$ cat config.mk
export PLATFORM = sky130hd
export DESIGN_NAME = modem_frame_timing
export DESIGN_NICKNAME = d
export VERILOG_FILES = /design/src/shared/modem_timing_pkg.sv /design/src/rtl/async_sync_converter.sv /design/src/rtl/modem_frame_timing.sv
export SDC_FILE = /design/constraint.sdc
export NUM_CORES = 1
export LEC_CHECK = 0
export BUFFER_PORTS_ARGS = -buffer_cell sky130_fd_sc_hd__buf_2
export CAP_MARGIN = 20
export CORE_ASPECT_RATIO = 1.4
export CORE_MARGIN = 2
export CORE_UTILIZATION = 60
export DETAILED_ROUTE_END_ITERATION = 10
export PLACE_DENSITY = 0.83
export SLEW_MARGIN = 25
export SYNTH_ARGS = -nofsm -noshare
export SYNTH_HDL_FRONTEND = slang
export SYNTH_SLANG_ARGS = --single-unit
$ cat constraint.sdc
create_clock -name i_clk_sys -period 4.05 [get_ports i_clk_sys]
set_input_delay 0.81 -clock i_clk_sys [delete_from_list [all_inputs] [get_ports i_clk_sys]]
set_output_delay 0.81 -clock i_clk_sys [all_outputs]
set_load 0.01 [all_outputs]
$ cat src/shared/modem_timing_pkg.sv
package modem_timing_pkg;

  // clock rates of the timing chain
  localparam longint CLK_HZ = 125_000_000;
  localparam longint MASTER_HZ = 4_096_000;
  localparam longint TRANSPORT_HZ = MASTER_HZ / 2;
  localparam longint FRAME_HZ = 8_000;
  localparam longint DATA_CLK_HZ = 128_000;
  localparam longint BAUD_RATE = 9_600;

  // phase accumulator that makes the master clock half periods
  localparam int NCO_BITS = 24;
  localparam logic [NCO_BITS-1:0] NCO_INC =
    NCO_BITS'(((2 * MASTER_HZ) << NCO_BITS) / CLK_HZ);
  localparam logic [NCO_BITS-1:0] NCO_RESET = 24'h000000;

  // frame layout in transport clock periods
  localparam int SLOTS_PER_FRAME = int'(TRANSPORT_HZ / FRAME_HZ);
  localparam int SLOT_BITS = $clog2(SLOTS_PER_FRAME);
  localparam logic [SLOT_BITS-1:0] SLOT_LAST = SLOT_BITS'(SLOTS_PER_FRAME - 1);
  localparam logic [SLOT_BITS-1:0] SYNC_HIGH_SLOTS = 8'h08;
  localparam logic [SLOT_BITS-1:0] SLOT_RESET = SLOT_LAST;
  localparam int VOICE_BITS = 8;
  localparam int DATA_CLK_BIT = $clog2(int'(TRANSPORT_HZ / DATA_CLK_HZ)) - 1;

  // async character: start, eight data bits, stop
  localparam int BAUD_DIV_CYCLES = int'(CLK_HZ / BAUD_RATE);
  localparam logic [3:0] CHAR_BITS = 4'ha;
  localparam logic [9:0] SHIFT_IDLE = 10'h3ff;

  // bits carried once per frame beside the voice sample
  typedef struct packed {
    logic sig;
    logic data;
  } loop_bits_t;

  localparam loop_bits_t LOOP_BITS_IDLE = 2'h3;

endpackage

$ cat src/rtl/async_sync_converter.sv
`timescale 1ns/100ps
module async_sync_converter #(
  parameter int BAUD_DIV = modem_timing_pkg::BAUD_DIV_CYCLES
) (
  // clock, reset, enable
  input wire logic i_clk_sys,
  input wire logic i_rst_n,
  input wire logic i_ce,
  // asynchronous side
  input wire logic i_async_rx,
  output logic o_async_tx,
  output logic o_flow_hold,
  output logic o_overrun,
  // synchronous channel side
  input wire logic i_exchange,
  input wire logic i_sync_rx_bit,
  output logic o_sync_tx_bit
);

  typedef enum logic [3:0] {
    RX_IDLE = 4'h1,
    RX_START = 4'h2,
    RX_DATA = 4'h4,
    RX_STOP = 4'h8
  } rx_state_t;

  rx_state_t st_q, st_d;
  logic [31:0] baud_q, baud_d;
  logic [2:0] bit_q, bit_d;
  logic [7:0] char_q, char_d;
  logic [9:0] sh_q, sh_d;
  logic [3:0] left_q, left_d;
  logic tx_q, tx_d, async_q, async_d, ovr_q, ovr_d;

  // async receiver plus one-bit-per-frame shifter onto the sync channel
  always_comb begin
    st_d = st_q;
    baud_d = baud_q;
    bit_d = bit_q;
    char_d = char_q;
    sh_d = sh_q;
    left_d = left_q;
    tx_d = tx_q;
    async_d = async_q;
    ovr_d = ovr_q;
    if (baud_q != 32'h0) begin
      baud_d = baud_q - 32'h1;
    end
    unique case (st_q)
      RX_IDLE: begin
        if (!i_async_rx) begin
          st_d = RX_START;
          baud_d = 32'(BAUD_DIV / 2);
        end
      end
      RX_START: begin
        if (baud_q == 32'h0) begin
          st_d = i_async_rx ? RX_IDLE : RX_DATA; // glitch rejection
          baud_d = 32'(BAUD_DIV - 1);
          bit_d = 3'h0;
        end
      end
      RX_DATA: begin
        if (baud_q == 32'h0) begin
          char_d = {i_async_rx, char_q[7:1]}; // lsb first
          baud_d = 32'(BAUD_DIV - 1);
          bit_d = bit_q + 3'h1;
          if (bit_q == 3'h7) begin
            st_d = RX_STOP;
          end
        end
      end
      RX_STOP: begin
        if (baud_q == 32'h0) begin
          st_d = RX_IDLE;
          if (i_async_rx && left_q == 4'h0) begin
            sh_d = {1'b1, char_q, 1'b0}; // [RQ13]
            left_d = modem_timing_pkg::CHAR_BITS;
          end else if (i_async_rx) begin
            ovr_d = 1'b1; // channel still busy
          end
        end
      end
    endcase
    // one bit each way per frame exchange
    if (i_exchange) begin
      tx_d = (left_q != 4'h0) ? sh_q[0] : 1'b1; // [RQ13]
      if (left_q != 4'h0) begin
        sh_d = {1'b1, sh_q[9:1]};
        left_d = left_q - 4'h1;
      end
      async_d = i_sync_rx_bit; // [RQ15]
    end
  end

  // state registers
  always_ff @(posedge i_clk_sys or negedge i_rst_n) begin
    if (!i_rst_n) begin
      st_q <= RX_IDLE;
      baud_q <= 32'h0;
      bit_q <= 3'h0;
      char_q <= 8'h00;
      sh_q <= modem_timing_pkg::SHIFT_IDLE;
      left_q <= 4'h0;
      tx_q <= 1'b1;
      async_q <= 1'b1;
      ovr_q <= 1'b0;
    end else if (i_ce) begin
      st_q <= st_d;
      baud_q <= baud_d;
      bit_q <= bit_d;
      char_q <= char_d;
      sh_q <= sh_d;
      left_q <= left_d;
      tx_q <= tx_d;
      async_q <= async_d;
      ovr_q <= ovr_d;
    end
  end

  assign o_sync_tx_bit = tx_q;
  assign o_async_tx = async_q;
  assign o_overrun = ovr_q;
  assign o_flow_hold = (left_q != 4'h0); // [RQ14]

endmodule // async_sync_converter

$ cat src/rtl/modem_frame_timing.sv
`timescale 1ns/100ps
// Overview of operation
// [RQ1] master clock divided by two gives the 2.048 MHz transport clock
// [RQ2] a divider chain on the transport clock makes the 8 kHz frame sync
// [RQ3] the frame sync also enables codec and converter transfers
// [RQ4] voice moves as 8-bit packets framed by sync high
// [RQ5] sync high lasts exactly eight transport periods per frame
// [RQ6] voice bits launch on transport rising edges while sync high
// [RQ7] voice bits are captured on transport falling edges while sync high
// [RQ8] data and signalling bits swap with the loop at sync rise
// [RQ9] data bit swaps with the converter at sync fall
// [RQ10] converter clock mode is held low by the outside logic
// [RQ11] converter data output floats when its output control asks
// [RQ12] transceiver data output floats under its select enable
// [RQ13] async data up to 9600 baud becomes the 8 kbps channel
// [RQ14] outside must throttle async data faster than the channel
// [RQ15] received channel data is rebuilt as async output meanwhile
// [RQ16] terminal end makes master clock and transmit sync itself
// [RQ17] terminal end gives a receive sync roughly inverse to transmit
// [RQ18] terminal end gives a 128 kHz data clock
// [RQ19] terminal converter uses transmit sync and oscillator tap
// [RQ20] received signalling bit drives the sounder at ringing cadence
// [RQ21] each burst carries eight voice, one signalling, one data bit
// [RQ22] sync high starts on a transport rising edge
module modem_frame_timing #(
  parameter int BAUD_DIV = modem_timing_pkg::BAUD_DIV_CYCLES
) (
  // clock, reset, enable
  input wire logic i_clk_sys,
  input wire logic i_rst_n,
  input wire logic i_ce,
  // straps and pin controls
  input wire logic i_terminal_mode,
  input wire logic i_converter_clock_mode,
  input wire logic i_converter_output_control,
  input wire logic i_select_enable_tristate,
  // generated clocks and syncs
  output logic o_oscillator_output_tap,
  output logic o_codec_transceiver_clock_in,
  output logic o_master_frame_sync_in,
  output logic o_transmit_frame_sync,
  output logic o_receive_frame_sync,
  output logic o_data_clock,
  // voice path
  input wire logic [7:0] i_tx_sample,
  input wire logic i_voice_in,
  output logic o_voice_out,
  output logic [7:0] o_rx_sample,
  output logic o_rx_sample_valid,
  // loop side data and signalling bits
  input wire modem_timing_pkg::loop_bits_t i_loop_rx,
  input wire logic i_hook_status,
  output modem_timing_pkg::loop_bits_t o_loop_tx,
  output logic o_loop_data_oe_n,
  // converter side
  input wire logic i_async_rx,
  output logic o_async_tx,
  output logic o_async_oe_n,
  output logic o_flow_hold,
  output logic o_overrun,
  // ringer
  output logic o_sounder
);

  // timing chain state
  logic [modem_timing_pkg::NCO_BITS-1:0] nco_q, nco_d;
  logic mclk_q, mclk_d, tclk_q, tclk_d;
  logic [modem_timing_pkg::SLOT_BITS-1:0] slot_q, slot_d;
  logic sync_q, sync_d, rsync_q, rsync_d, dclk_q, dclk_d;
  logic [modem_timing_pkg::NCO_BITS:0] nco_sum;
  logic m_rise, tp_rise, tp_fall, sync_rise, sync_fall;

  // frame sync is high in the first slots of the frame
  function automatic logic in_sync_window(
    input logic [modem_timing_pkg::SLOT_BITS-1:0] slot);
    in_sync_window = slot < modem_timing_pkg::SYNC_HIGH_SLOTS;
  endfunction

  // master clock from accumulator, halved, then counted into frames
  always_comb begin
    nco_sum = {1'b0, nco_q} + {1'b0, modem_timing_pkg::NCO_INC};
    nco_d = nco_sum[modem_timing_pkg::NCO_BITS-1:0];
    m_rise = nco_sum[modem_timing_pkg::NCO_BITS] && !mclk_q;
    tp_rise = m_rise && !tclk_q;
    tp_fall = m_rise && tclk_q;
    sync_rise = tp_rise && (slot_q == modem_timing_pkg::SLOT_LAST);
    sync_fall = tp_rise
      && (slot_q == modem_timing_pkg::SYNC_HIGH_SLOTS - 8'h01);
    mclk_d = mclk_q ^ nco_sum[modem_timing_pkg::NCO_BITS]; // [RQ16]
    tclk_d = m_rise ? !tclk_q : tclk_q; // [RQ1]
    slot_d = tp_rise ? slot_q + 8'h01 : slot_q; // [RQ2]
    sync_d = in_sync_window(slot_d); // [RQ5] [RQ22]
    rsync_d = i_terminal_mode && !sync_d; // [RQ17]
    dclk_d = i_terminal_mode
      && slot_d[modem_timing_pkg::DATA_CLK_BIT]; // [RQ18]
  end

  // timing chain registers
  always_ff @(posedge i_clk_sys or negedge i_rst_n) begin
    if (!i_rst_n) begin
      nco_q <= modem_timing_pkg::NCO_RESET;
      mclk_q <= 1'b0;
      tclk_q <= 1'b0;
      slot_q <= modem_timing_pkg::SLOT_RESET;
      sync_q <= 1'b0;
      rsync_q <= 1'b0;
      dclk_q <= 1'b0;
    end else if (i_ce) begin
      nco_q <= nco_d;
      mclk_q <= mclk_d;
      tclk_q <= tclk_d;
      slot_q <= slot_d;
      sync_q <= sync_d;
      rsync_q <= rsync_d;
      dclk_q <= dclk_d;
    end
  end

  // voice serialiser and deserialiser
  logic [7:0] txs_q, txs_d, rxs_q, rxs_d, rxo_q, rxo_d;
  logic vout_q, vout_d, rxv_q, rxv_d;

  always_comb begin
    txs_d = txs_q;
    rxs_d = rxs_q;
    rxo_d = rxo_q;
    vout_d = vout_q;
    rxv_d = 1'b0;
    if (sync_rise) begin
      txs_d = i_tx_sample; // [RQ4]
    end
    if (tp_rise && in_sync_window(slot_d)) begin
      vout_d = sync_rise ? i_tx_sample[7]
        : txs_q[3'h7 - slot_d[2:0]]; // [RQ6]
    end
    if (tp_fall && sync_q) begin
      rxs_d = {rxs_q[6:0], i_voice_in}; // [RQ7]
      if (slot_q[2:0] == 3'h7) begin
        rxo_d = {rxs_q[6:0], i_voice_in}; // [RQ4]
        rxv_d = 1'b1;
      end
    end
  end

  // voice registers
  always_ff @(posedge i_clk_sys or negedge i_rst_n) begin
    if (!i_rst_n) begin
      txs_q <= 8'h00;
      rxs_q <= 8'h00;
      rxo_q <= 8'h00;
      vout_q <= 1'b0;
      rxv_q <= 1'b0;
    end else if (i_ce) begin
      txs_q <= txs_d;
      rxs_q <= rxs_d;
      rxo_q <= rxo_d;
      vout_q <= vout_d;
      rxv_q <= rxv_d;
    end
  end

  // per-frame data and signalling exchange
  modem_timing_pkg::loop_bits_t lrx_q, lrx_d, ltx_q, ltx_d;
  logic snd_q, snd_d, loe_n_q, loe_n_d, aoe_n_q, aoe_n_d;
  logic conv_xchg, conv_tx_bit;

  always_comb begin
    // clock mode low selects the falling sync edge
    conv_xchg = i_converter_clock_mode ? sync_rise : sync_fall; // [RQ10]
    lrx_d = lrx_q;
    ltx_d = ltx_q;
    snd_d = snd_q;
    if (sync_rise) begin
      lrx_d = i_loop_rx; // [RQ8] [RQ21]
      ltx_d.sig = i_hook_status; // [RQ8]
      ltx_d.data = conv_tx_bit; // [RQ8] [RQ3]
      snd_d = i_loop_rx.sig; // [RQ20]
    end
    loe_n_d = i_select_enable_tristate; // [RQ12]
    aoe_n_d = i_converter_output_control; // [RQ11]
  end

  // exchange registers
  always_ff @(posedge i_clk_sys or negedge i_rst_n) begin
    if (!i_rst_n) begin
      lrx_q <= modem_timing_pkg::LOOP_BITS_IDLE;
      ltx_q <= modem_timing_pkg::LOOP_BITS_IDLE;
      snd_q <= 1'b0;
      loe_n_q <= 1'b1;
      aoe_n_q <= 1'b1;
    end else if (i_ce) begin
      lrx_q <= lrx_d;
      ltx_q <= ltx_d;
      snd_q <= snd_d;
      loe_n_q <= loe_n_d;
      aoe_n_q <= aoe_n_d;
    end
  end

  // async to sync converter, one data bit per frame
  async_sync_converter #(
    .BAUD_DIV(BAUD_DIV)
  ) u_conv (
    .i_clk_sys(i_clk_sys),
    .i_rst_n(i_rst_n),
    .i_ce(i_ce),
    .i_async_rx(i_async_rx),
    .o_async_tx(o_async_tx),
    .o_flow_hold(o_flow_hold),
    .o_overrun(o_overrun),
    .i_exchange(conv_xchg), // [RQ9] [RQ3]
    .i_sync_rx_bit(lrx_q.data),
    .o_sync_tx_bit(conv_tx_bit)
  );

  // outputs straight from flip-flops
  assign o_oscillator_output_tap = mclk_q;
  assign o_codec_transceiver_clock_in = tclk_q;
  assign o_master_frame_sync_in = sync_q;
  assign o_transmit_frame_sync = sync_q;
  assign o_receive_frame_sync = rsync_q;
  assign o_data_clock = dclk_q;
  assign o_voice_out = vout_q;
  assign o_rx_sample = rxo_q;
  assign o_rx_sample_valid = rxv_q;
  assign o_loop_tx = ltx_q;
  assign o_loop_data_oe_n = loe_n_q;
  assign o_async_oe_n = aoe_n_q;
  assign o_sounder = snd_q;

  // helper: cycles of sync high measured in transport rising edges
  logic [3:0] hi_cnt_q;
  always_ff @(posedge i_clk_sys or negedge i_rst_n) begin
    if (!i_rst_n) begin
      hi_cnt_q <= 4'h0;
    end else if (i_ce && tp_rise) begin
      hi_cnt_q <= sync_q ? hi_cnt_q + 4'h1 : 4'h0;
    end
  end

  chk_transport_halves_master: assert property ( // [RQ1]
    @(posedge i_clk_sys) disable iff (!i_rst_n)
    i_ce && m_rise |=> tclk_q != $past(tclk_q))
    else $error("transport clock did not toggle on master rise");

  chk_sync_after_frame: assert property ( // [RQ2]
    @(posedge i_clk_sys) disable iff (!i_rst_n)
    i_ce && sync_rise |=> sync_q && slot_q == 8'h00)
    else $error("sync did not rise at frame start");

  chk_sync_high_eight: assert property ( // [RQ5]
    @(posedge i_clk_sys) disable iff (!i_rst_n)
    i_ce && sync_fall |=> !sync_q && hi_cnt_q == 4'h8)
    else $error("sync high phase not eight transport periods");

  chk_sync_on_rising: assert property ( // [RQ22]
    @(posedge i_clk_sys) disable iff (!i_rst_n)
    $rose(sync_q) |-> tclk_q && $past(!tclk_q))
    else $error("sync rose away from a transport rising edge");

  chk_voice_launch_msb: assert property ( // [RQ6]
    @(posedge i_clk_sys) disable iff (!i_rst_n)
    i_ce && sync_rise |=> vout_q == $past(i_tx_sample[7]))
    else $error("first voice bit is not the sample msb");

  chk_voice_capture_eight: assert property ( // [RQ7]
    @(posedge i_clk_sys) disable iff (!i_rst_n)
    rxv_q |-> $past(tp_fall) && !tclk_q && rxo_q[0] == $past(i_voice_in))
    else $error("voice sample not completed on a falling edge");

  chk_loop_swap_rise: assert property ( // [RQ8]
    @(posedge i_clk_sys) disable iff (!i_rst_n)
    i_ce && sync_rise |=> lrx_q == $past(i_loop_rx)
      && ltx_q.sig == $past(i_hook_status))
    else $error("loop bits not swapped at sync rise");

  chk_sounder_follows_sig: assert property ( // [RQ20]
    @(posedge i_clk_sys) disable iff (!i_rst_n)
    snd_q != $past(snd_q) |-> $past(sync_rise) && snd_q == lrx_q.sig)
    else $error("sounder changed outside a frame exchange");

  chk_receive_inverse: assert property ( // [RQ17]
    @(posedge i_clk_sys) disable iff (!i_rst_n)
    i_ce && i_terminal_mode |=> rsync_q == !sync_q)
    else $error("receive sync not inverse of transmit sync");

  chk_tristate_controls: assert property ( // [RQ11]
    @(posedge i_clk_sys) disable iff (!i_rst_n)
    i_ce |=> aoe_n_q == $past(i_converter_output_control)
      && loe_n_q == $past(i_select_enable_tristate))
    else $error("output enables do not follow their controls");

endmodule // modem_frame_timing

==> impl_metrics.yaml, run 1 <==
run_status:
  run_status: "complete, no violations"
die:
  boundaryPins: 44
  floorplan.die_area_um2: 11800
  die-height_um: 128
  fp-row-count: 45
  die_width_um: 92.3
  floorplan.initialDensity: 0.609
  fp.coreArea_um2: 10800
critical_path:
  worst_setup_path_end_kind: "flip-flop"
  regToRegStartpoint: "nco_q[5]"
  start_kind: "flip-flop"
  crit_path_max_fanout: 6
  arrival_ns: 4.07
  r2r_end: "o_voice_out"
  reg2regPathDepth: 13
  reg2reg_slack_ns: 0.29
  critical_path_required_ns: 4.35
  crit_type: "flip-flop to flip-flop"
grt:
  grt_pass1_wl_um: 23300
  antenna_found_initial: 0
  globalRouteOverflowTotal: 0
  grt_max_degree: 61
  grt.total_usage: 0.247
  number_of_global_route_vias_before_repair: 5059
min_path:
  worst_hold_path_type: "input pin to async pin"
yosys:
  synthDominantCellAreaShare: 0.405
  synth.yosys.warnings: 0
  postSynthCellCount: 639
  syn_area_um2: 6550
  synth_area_leader_cell: "dfrtp_1"
  synth_edf_count: 0
  postSynth.topFlopCell: "dfrtp_1"
  synth_top_cells_by_area: "dfrtp_1, dfstp_2, mux2_2"
  avgSynthCellArea_um2: 10.2
  synthesis.nets: 668
  synth-async-reset-ratio: 1.00
  yosys.cell_types.count: 64
  ys_seq_area_frac: 0.509
  synth-seq-cells: 132
cts:
  cts_root_buf: "clkbuf_16"
  h-tree-depth: 4
  post-cts-setup-buffer-count: 0
  clock_slew_at_reported_path_ffs_ns: 0.06
  cts_resized: 0
  clkSinkCount: 132
  cts_buffers: 17
  cts_hold_repair.buffers: 0
  clkLatencyLatePin_ns: 0.42
  clockBufferDepth: 2
  tritoncts_clock_tree: "done"
placed_design:
  gp_congestion: 0.885
  port_buffers: 43
  dpl.hpwl_um: 9090
  placed_cells: 801
power_and_ir_drop:
  power_leakage_uw: 0.00350
  power-per-cell-area_nw_per_um2: 585
  ir_drop_worst_case_vdd_uv: 370
cells_and_area:
  multiInputGateArea_um2: 2980
  most-common-layout-cells: "dfrtp_1, nand2_1, nor2_1, buf_2, mux2_2"
  design.final.nets: 708
  final_common_cell: "dfrtp_1"
  drive_gt1_frac: 0.225
  antenna_cells_inserted: 0
  post_layout_nonfiller_instances: 833
  num-fill-cells: 757
  sequential_area_um2: 3340
  area_delta_synth_final_pct: 14.0
detailed_routing:
  initialDrtViolationCount: 303
  wl_per_cell_um: 16.3
  remaining_drc_errors: 0
  routed_wirelength_um: 13600
  routed_via_density: 5.98
  drt_pass1_iterations: 6
  ant_nets: 0
  num_vias: 4982
timing:
  setup_viol_count_final: 0
  timing_worst_slew_pin_value_ns: 0.737
  max_transition_viols_final: 0
  hold_viol_final: 0
  maxClockFrequency_ghz: 0.266
  clock-skew-final_ns: 0.00911
  timing.max_slew.rel_slack: 0.505
  timing.final.crit_share: 0.929
  fin_setup_tns_ns: 0
  final.min_clock_period_ns: 3.76
  unrepaired_setup_endpoints_after_global_routing: "no"
run:
  drv_cap: 0
## where the power goes
group | switching (µW) | internal (µW) | total (µW) | leakage, µW
Sequential | 309 | 1570 | 1880 | 0.00165
Combinational | 510 | 423 | 932 | 0.00156
Clock | 576 | 973 | 1550 | 0.000282
Total | 1390 | 2970 | 4360 | 0.00350
## per-stage QoR
step / hold slack (ns) / total power (µW) / worst slack, ns / area [µm²] / util
2_1_floorplan: 0.434 / 2560 / 0.669 / 6550 / -
3_3_place_gp: 0.446 / 2740 / 0.568 / 6870 / 0.639
3_5_place_dp: 0.452 / 2810 / 0.436 / 6870 / 0.639
4_1_cts: 0.462 / 4380 / 0.368 / 7460 / 0.694
5_1_grt: 0.470 / 4600 / 0.122 / 7460 / 0.694
6_report: 0.436 / 4360 / 0.286 / 7460 / 0.694
## metal layers
layer / vias up / track usage / wire length, µm
met5: - / 0 / 0
met4: 0 / 0.123 / 388
met3: 38 / 0.0501 / 423
met2: 122 / 0.435 / 7340
met1: 2477 / 0.285 / 5440
li1: 2345 / - / -
## critical path, stage by stage (launching register included)
cell	delay (ns)
dfrtp_1	0.41
or4_1	0.53
a21o_1	0.20
a211o_1	0.34
a211o_1	0.31
a21oi_1	0.14
nor2_1	0.06
ha_1	0.24
nand4b_1	0.18
nor2_1	0.15
or3_1	0.33
a32oi_1	0.38
nand3_1	0.14
a32o_1	0.23
## worst max-delay path by stage
stage	from	endpoint	slack, ns	depth (start not counted)
finish	nco_q[5]	o_voice_out	0.29	13
detailed placement	nco_q[5]	o_rx_sample[3]	0.44	11
global placement	nco_q[5]	o_voice_out	0.57	13
CTS	nco_q[5]	o_voice_out	0.37	13
floorplan	nco_q[5]	u_conv.sh_q[6]	0.67	15
global route	nco_q[5]	o_voice_out	0.12	13
## cell usage after synthesis (9+ instances only)
cell / n
a21oi_1: 26
clkbuf_1: 18
dfrtp_1: 106
dfstp_2: 26
ha_1: 9
inv_1: 25
mux2_2: 35
nand2_1: 59
nand3_1: 29
nand4_1: 18
nor2_1: 57
nor3_1: 13
o21ai_0: 22
o22ai_1: 10
xnor2_1: 23
xor2_1: 29
## sequential cells by signal, indices dropped and copies added (netlist names), 2 cells and up
register,cells
txs_q,8
slot_q,8
u_conv.left_q,4
o_rx_sample,8
o_loop_tx,2
u_conv.bit_q,3
u_conv.char_q,8
u_conv.st_q,4
rxs_q,7
u_conv.sh_q,10
nco_q,24
u_conv.baud_q,32
## cell families (layout without fill, tap and decap cells)
group | after synthesis | in the layout | synth area share
mux | 44 | 44 | 0.0760
simple gates | 239 | 239 | 0.187
fa+ha+maj | 9 | 9 | 0.0172
compound gates | 106 | 106 | 0.105
buf+inv | 57 | 110 | 0.0359
flops | 132 | 132 | 0.509
xor+xnor | 52 | 52 | 0.0695
## final cells by class
type	instances	share of cell area
timing repair buffer	51	0.0372
clock buffer	21	0.0590
inverter	27	0.0136
tap	141	0.0236
sequential	132	0.447
clock inverter	11	0.0206
multi-input combinational	450	0.399
(Power assumes the default switching activity.)
==> run 2, diff against run 1 <==
--- a/config.mk
+++ b/config.mk
@@ -10,8 +10,10 @@
 export CORE_ASPECT_RATIO = 1.4
 export CORE_MARGIN = 2
 export CORE_UTILIZATION = 60
+export CTS_BUF_LIST = sky130_fd_sc_hd__clkbuf_16
 export DETAILED_ROUTE_END_ITERATION = 10
 export PLACE_DENSITY = 0.83
+export SKIP_CTS_REPAIR_TIMING = 1
 export SLEW_MARGIN = 25
 export SYNTH_ARGS = -nofsm -noshare
 export SYNTH_HDL_FRONTEND = slang
==> run 2 against run 1 <==
  * Non-clock buffer count unchanged
  * Total power decreased by 0.29%
  * Sequential share of layout area unchanged
  * Cell count unchanged
  * First-iteration DRC count fell by 4.6%
  * Maximum frequency rose by 1.2%
  * Largest power group unchanged
  * Flip-flop and latch count unchanged
  * Sequential power barely moved
  * Highest routed layer unchanged
  * Clock power hardly changed
  * Via count is 0.10% higher
  * Worst hold slack got worse by 0.0016 ns
  * Setup slack better by 0.045 ns
==> impl_metrics.yaml, run 2 (same netlist as run 1, synthesis figures left out) <==
power_and_ir_drop:
  power_uw: 4350
  power_frac_clock: 0.353
  ir_drop_worst_case_vdd_uv: 371
  share_comb_of_total_power: 0.215
  power-per-cell-area_nw_per_um2: 583
  net_switching_power_uw: 1390
  power_leakage_uw: 0.00351
  power.internal_uw: 2960
  switching_share: 0.320
  seq_power_share: 0.433
critical_path:
  regToRegStartpoint: "nco_q[5]"
  start_kind: "flip-flop"
  critical_path_required_ns: 4.36
  r2r_end: "o_voice_out"
  crit_path_max_fanout: 6
  crit_type: "flip-flop to flip-flop"
  worst_setup_path_end_kind: "flip-flop"
  ordered_cell_list_for_the_critical_path: "or4_1 > a21o_1 > a211o_1 > a211o_1 > a21oi_1 > nor2_1 > ha_1 > nand4b_1 > nor2_1 > or3_1 > a32oi_1 > nand3_1 > a32o_1"
  arrival_ns: 4.02
  reg2regPathDepth: 13
  critical-path-slowest-cell: "or4_1"
  cpPeakStageDelay_ns: 0.53
  reg2reg_slack_ns: 0.33
cells_and_area:
  fin_util: 0.694
  top_register: "u_conv.baud_q"
  design.final.nets: 708
  drive_gt1_frac: 0.225
  area_delta_synth_final_pct: 14.0
  largest_registers: "u_conv.baud_q x32, nco_q x24, u_conv.sh_q x10"
  final_common_cell: "dfrtp_1"
  stdcell_area_um2: 7460
  antenna_cells_inserted: 0
  flip_flop_count_of_the_largest_register_after_layout: 32
  most-common-layout-cells: "dfrtp_1, nand2_1, nor2_1, buf_2, mux2_2"
timing:
  timing.final.crit_share: 0.918
  maxClockFrequency_ghz: 0.269
  finalWorstSetupSlack_ns: 0.331
  timing_worst_slew_pin_value_ns: 0.723
  hold_viol_final: 0
  clock-skew-final_ns: 0.00727
  timing.max_slew.rel_slack: 0.514
  max_transition_viols_final: 0
  unrepaired_setup_endpoints_after_global_routing: "no"
  final.min_clock_period_ns: 3.72
  setup_viol_count_final: 0
  fin_setup_tns_ns: 0
cts:
  clkSinkCount: 132
  cts_buffers: 17
  tritoncts_clock_tree: "done"
  clkLatencyLatePin_ns: 0.42
  h-tree-depth: 4
  clock_slew_at_reported_path_ffs_ns: 0.06
  clockBufferDepth: 2
  cts_root_buf: "clkbuf_16"
grt:
  grt.total_usage: 0.247
  grt_pass1_wl_um: 23200
  grt_max_degree: 61
  globalRouteOverflowTotal: 0
  number_of_global_route_vias_before_repair: 5055
  antenna_found_initial: 0
die:
  die-height_um: 128
  boundaryPins: 44
  die_width_um: 92.3
  floorplan.die_area_um2: 11800
  floorplan.initialDensity: 0.609
  fp.coreArea_um2: 10800
  fp-row-count: 45
detailed_routing:
  routed_wirelength_um: 13600
  routed_via_density: 5.99
  ant_nets: 0
  drt_pass1_iterations: 5
  num_vias: 4987
  initialDrtViolationCount: 289
  wl_per_cell_um: 16.3
  remaining_drc_errors: 0
placed_design:
  port_buffers: 43
  dpl.hpwl_um: 9090
  preCtsSetupSlack_ns: 0.436
  placedInstanceArea_um2: 6870
  gp_congestion: 0.885
min_path:
  worst_hold_path_type: "input pin to async pin"
run_status:
  run_status: "complete, no violations"
run:
  drv_cap: 0
-- run 2: changes by cell type in the layout (fill, tap and decap cells not counted), sizes merged --
| cell | change |
|---|---|
| clkbuf | -4 |
| inv | +4 |
-- run 2: metal layers --
layer,global-route usage,vias to the layer above,wire length [µm]
li1,-,2350,-
met1,0.285,2474,5400
met2,0.435,126,7360
met3,0.0501,37,481
met4,0.123,0,367
met5,0,-,0
-- run 2: worst max-delay path: cells and delay by family, from the launching register on --
| family | cells | cell delay (ns) |
|---|---|---|
| AOI/OAI and AO/OA | 6 | 1.57 |
| and+or+nand+nor | 6 | 1.39 |
| DFF | 1 | 0.41 |
| adders and majority gates | 1 | 0.24 |
-- run 2: power by group through the flow --
stage / Combinational (µW) / Sequential [µW] / Clock [µW]
2_1_floorplan: 770 / 1790 / 0
3_3_place_gp: 872 / 1870 / 0
3_5_place_dp: 921 / 1890 / 0
4_1_cts: 936 / 1870 / 1560
5_1_grt: 1050 / 1920 / 1620
6_report: 933 / 1880 / 1530
-- run 2: cell type report --
| class | instances | area (µm²) |
|---|---|---|
| multi-input cells | 450 | 2980 |
| fillers | 757 | 3290 |
| clock inverters | 15 | 169 |
| inverters | 27 | 101 |
| repair buffers | 51 | 278 |
| clock buffers | 17 | 425 |
| well taps | 141 | 176 |
| flip-flops and latches | 132 | 3340 |
-- run 2: per-stage QoR --
step                hold slack, ns  std cells
floorplan                    0.434        639
global placement             0.446        801
detailed placement           0.452        801
CTS                          0.462        833
global route                 0.470        833
finish                       0.435        833
-- run 2: worst max path at each step --
stage,start,to,slack [ns],cells after the start
after floorplan,nco_q[5],u_conv.sh_q[6],0.67,15
after detailed placement,nco_q[5],o_rx_sample[3],0.44,11
after global placement,nco_q[5],o_voice_out,0.57,13
after CTS,nco_q[5],o_voice_out,0.37,13
after global routing,nco_q[5],o_voice_out,0.12,13
final,nco_q[5],o_voice_out,0.33,13
==> run 3, diff against run 2 <==
--- a/config.mk
+++ b/config.mk
@@ -7,12 +7,14 @@
 export LEC_CHECK = 0
 export BUFFER_PORTS_ARGS = -buffer_cell sky130_fd_sc_hd__buf_2
 export CAP_MARGIN = 20
+export CELL_PAD_IN_SITES_DETAIL_PLACEMENT = 0
+export CELL_PAD_IN_SITES_GLOBAL_PLACEMENT = 1
 export CORE_ASPECT_RATIO = 1.4
 export CORE_MARGIN = 2
-export CORE_UTILIZATION = 60
+export CORE_UTILIZATION = 48
 export CTS_BUF_LIST = sky130_fd_sc_hd__clkbuf_16
 export DETAILED_ROUTE_END_ITERATION = 10
-export PLACE_DENSITY = 0.83
+export PLACE_DENSITY = 0.84
 export SKIP_CTS_REPAIR_TIMING = 1
 export SLEW_MARGIN = 25
 export SYNTH_ARGS = -nofsm -noshare
==> run 3 against run 2 <==
  * Total power down 2.1%
  * Utilization down 13 points
  * Global-route usage shrank 5.2 points
  * Sequential share of layout area shrank 0.14 points
  * Maximum frequency grew 2.8%
  * Critical path type unchanged
  * Highest routed layer unchanged
==> impl_metrics.yaml, run 3 (same netlist as run 1, synthesis figures left out) <==
run_status:
  run_status: "complete, no violations"
cells_and_area:
  area_delta_synth_final_pct: 14.3
  flip_flop_count_of_the_largest_register_after_layout: 32
  top_register: "u_conv.baud_q"
  stdcell_area_um2: 7490
  sequential_area_um2: 3340
  final_common_cell: "dfrtp_1"
  antenna_cells_inserted: 0
  drive_gt1_frac: 0.228
  num-fill-cells: 1173
  largest_registers: "u_conv.baud_q x32, nco_q x24, u_conv.sh_q x10"
  multiInputGateArea_um2: 2980
  post_layout_nonfiller_instances: 872
  most-common-layout-cells: "dfrtp_1, nand2_1, nor2_1, buf_2, mux2_2"
  fin_util: 0.562
  design.final.nets: 706
timing:
  unrepaired_setup_endpoints_after_global_routing: "no"
  maxClockFrequency_ghz: 0.276
  timing.max_slew.rel_slack: 0.544
  setup_viol_count_final: 0
  final.min_clock_period_ns: 3.62
  clock-skew-final_ns: 0.0102
  fin_setup_tns_ns: 0
  timing_worst_slew_pin_value_ns: 0.679
  timing.final.crit_share: 0.893
  hold_viol_final: 0
  max_transition_viols_final: 0
die:
  fp.coreArea_um2: 13300
  boundaryPins: 44
  die_width_um: 103
  floorplan.die_area_um2: 14600
  fp-row-count: 50
  floorplan.initialDensity: 0.491
  die-height_um: 142
cts:
  h-tree-depth: 4
  cts_root_buf: "clkbuf_16"
  cts_buffers: 17
  clkLatencyLatePin_ns: 0.43
  clock_slew_at_reported_path_ffs_ns: 0.06
  clkSinkCount: 132
  tritoncts_clock_tree: "done"
  clockBufferDepth: 2
grt:
  antenna_found_initial: 0
  globalRouteOverflowTotal: 0
  number_of_global_route_vias_before_repair: 4914
  grt_pass1_wl_um: 22500
  grt_max_degree: 89
  grt.total_usage: 0.195
detailed_routing:
  dr_wl_met3_um: 420
  routed_wirelength_um: 13100
  ant_nets: 0
  detailroute.wirelength.met2_um: 6690
  drt_pass1_iterations: 4
  remaining_drc_errors: 0
  highest_layer: "met4"
  num_vias: 4896
  routed_via_density: 5.61
  drt-met1-wl_um: 5640
  initialDrtViolationCount: 259
  wl_per_cell_um: 15.0
critical_path:
  arrival_ns: 3.93
  start_kind: "flip-flop"
  worst_setup_path_end_kind: "flip-flop"
  reg2regPathDepth: 13
  crit_type: "flip-flop to flip-flop"
  crit_path_max_fanout: 6
  critical_path_required_ns: 4.36
placed_design:
  dpl.hpwl_um: 8990
  placed_cells: 840
  placedInstanceArea_um2: 6920
  port_buffers: 43
  gp_congestion: 0.825
power_and_ir_drop:
  power-per-cell-area_nw_per_um2: 569
  power_uw: 4260
  ir_drop_worst_case_vdd_uv: 306
  power_leakage_uw: 0.00348
run:
  drv_cap: 0
min_path:
  worst_hold_path_type: "input pin to async pin"
-- run 3: cell types whose count changed in the layout (fill, tap and decap cells not counted), sizes merged --
cell	delta
inv	+1
bufinv	-2
clkinvlp	+1
buf	-2
-- run 3: path summary, 6_finish.rpt --
check	slack [ns]	end	startpoint
max	0.43	o_voice_out	nco_q[5]
min	0.39	nco_q[0]	i_rst_n
max reg2reg	0.43	o_voice_out	nco_q[5]
min reg2reg	0.46	u_conv.sh_q[2]	u_conv.sh_q[2]
max in group asynchronous	2.75	o_loop_tx[1]	i_rst_n
min in group i_clk_sys	0.46	u_conv.sh_q[2]	u_conv.sh_q[2]
-- run 3: area by class of cell --
type,instances,share of cell area
Tap cell,182,0.0304
Timing Repair Buffer,49,0.0368
Multi-Input combinational cell,450,0.398
Inverter,27,0.0135
Clock inverter,15,0.0192
Sequential cell,132,0.446
Clock buffer,17,0.0568
-- run 3: critical path, cell delays in order, from the launching register on --
cell and delay [ns]:
dfrtp_1 0.41, or4_1 0.53, a21o_1 0.20, a211o_1 0.33, a211o_1 0.31, a21oi_1 0.14, nor2_1 0.06, ha_1 0.23
nand4b_1 0.17, nor2_1 0.13, or3_1 0.32, a32oi_1 0.32, nand3_1 0.13, a32o_1 0.23
-- run 3: per-layer routing --
layer / vias up / global-route usage
met5: - / 0
met3: 34 / 0.0437
met1: 2421 / 0.241
met2: 90 / 0.322
met4: 0 / 0.0870
li1: 2351 / -
-- run 3: where the power goes --
part / leakage (µW) / switching [µW] / internal (µW)
registers: 0.00165 / 304 / 1570
logic: 0.00156 / 484 / 418
clock network: 0.000270 / 623 / 857
total: 0.00348 / 1410 / 2850
-- run 3: through the flow --
step           hold WS, ns  setup WS [ns]
6_report             0.389          0.432
5_1_grt              0.446         0.0460
4_1_cts              0.419          0.426
3_5_place_dp         0.453          0.434
3_3_place_gp         0.448          0.563
2_1_floorplan        0.434          0.669
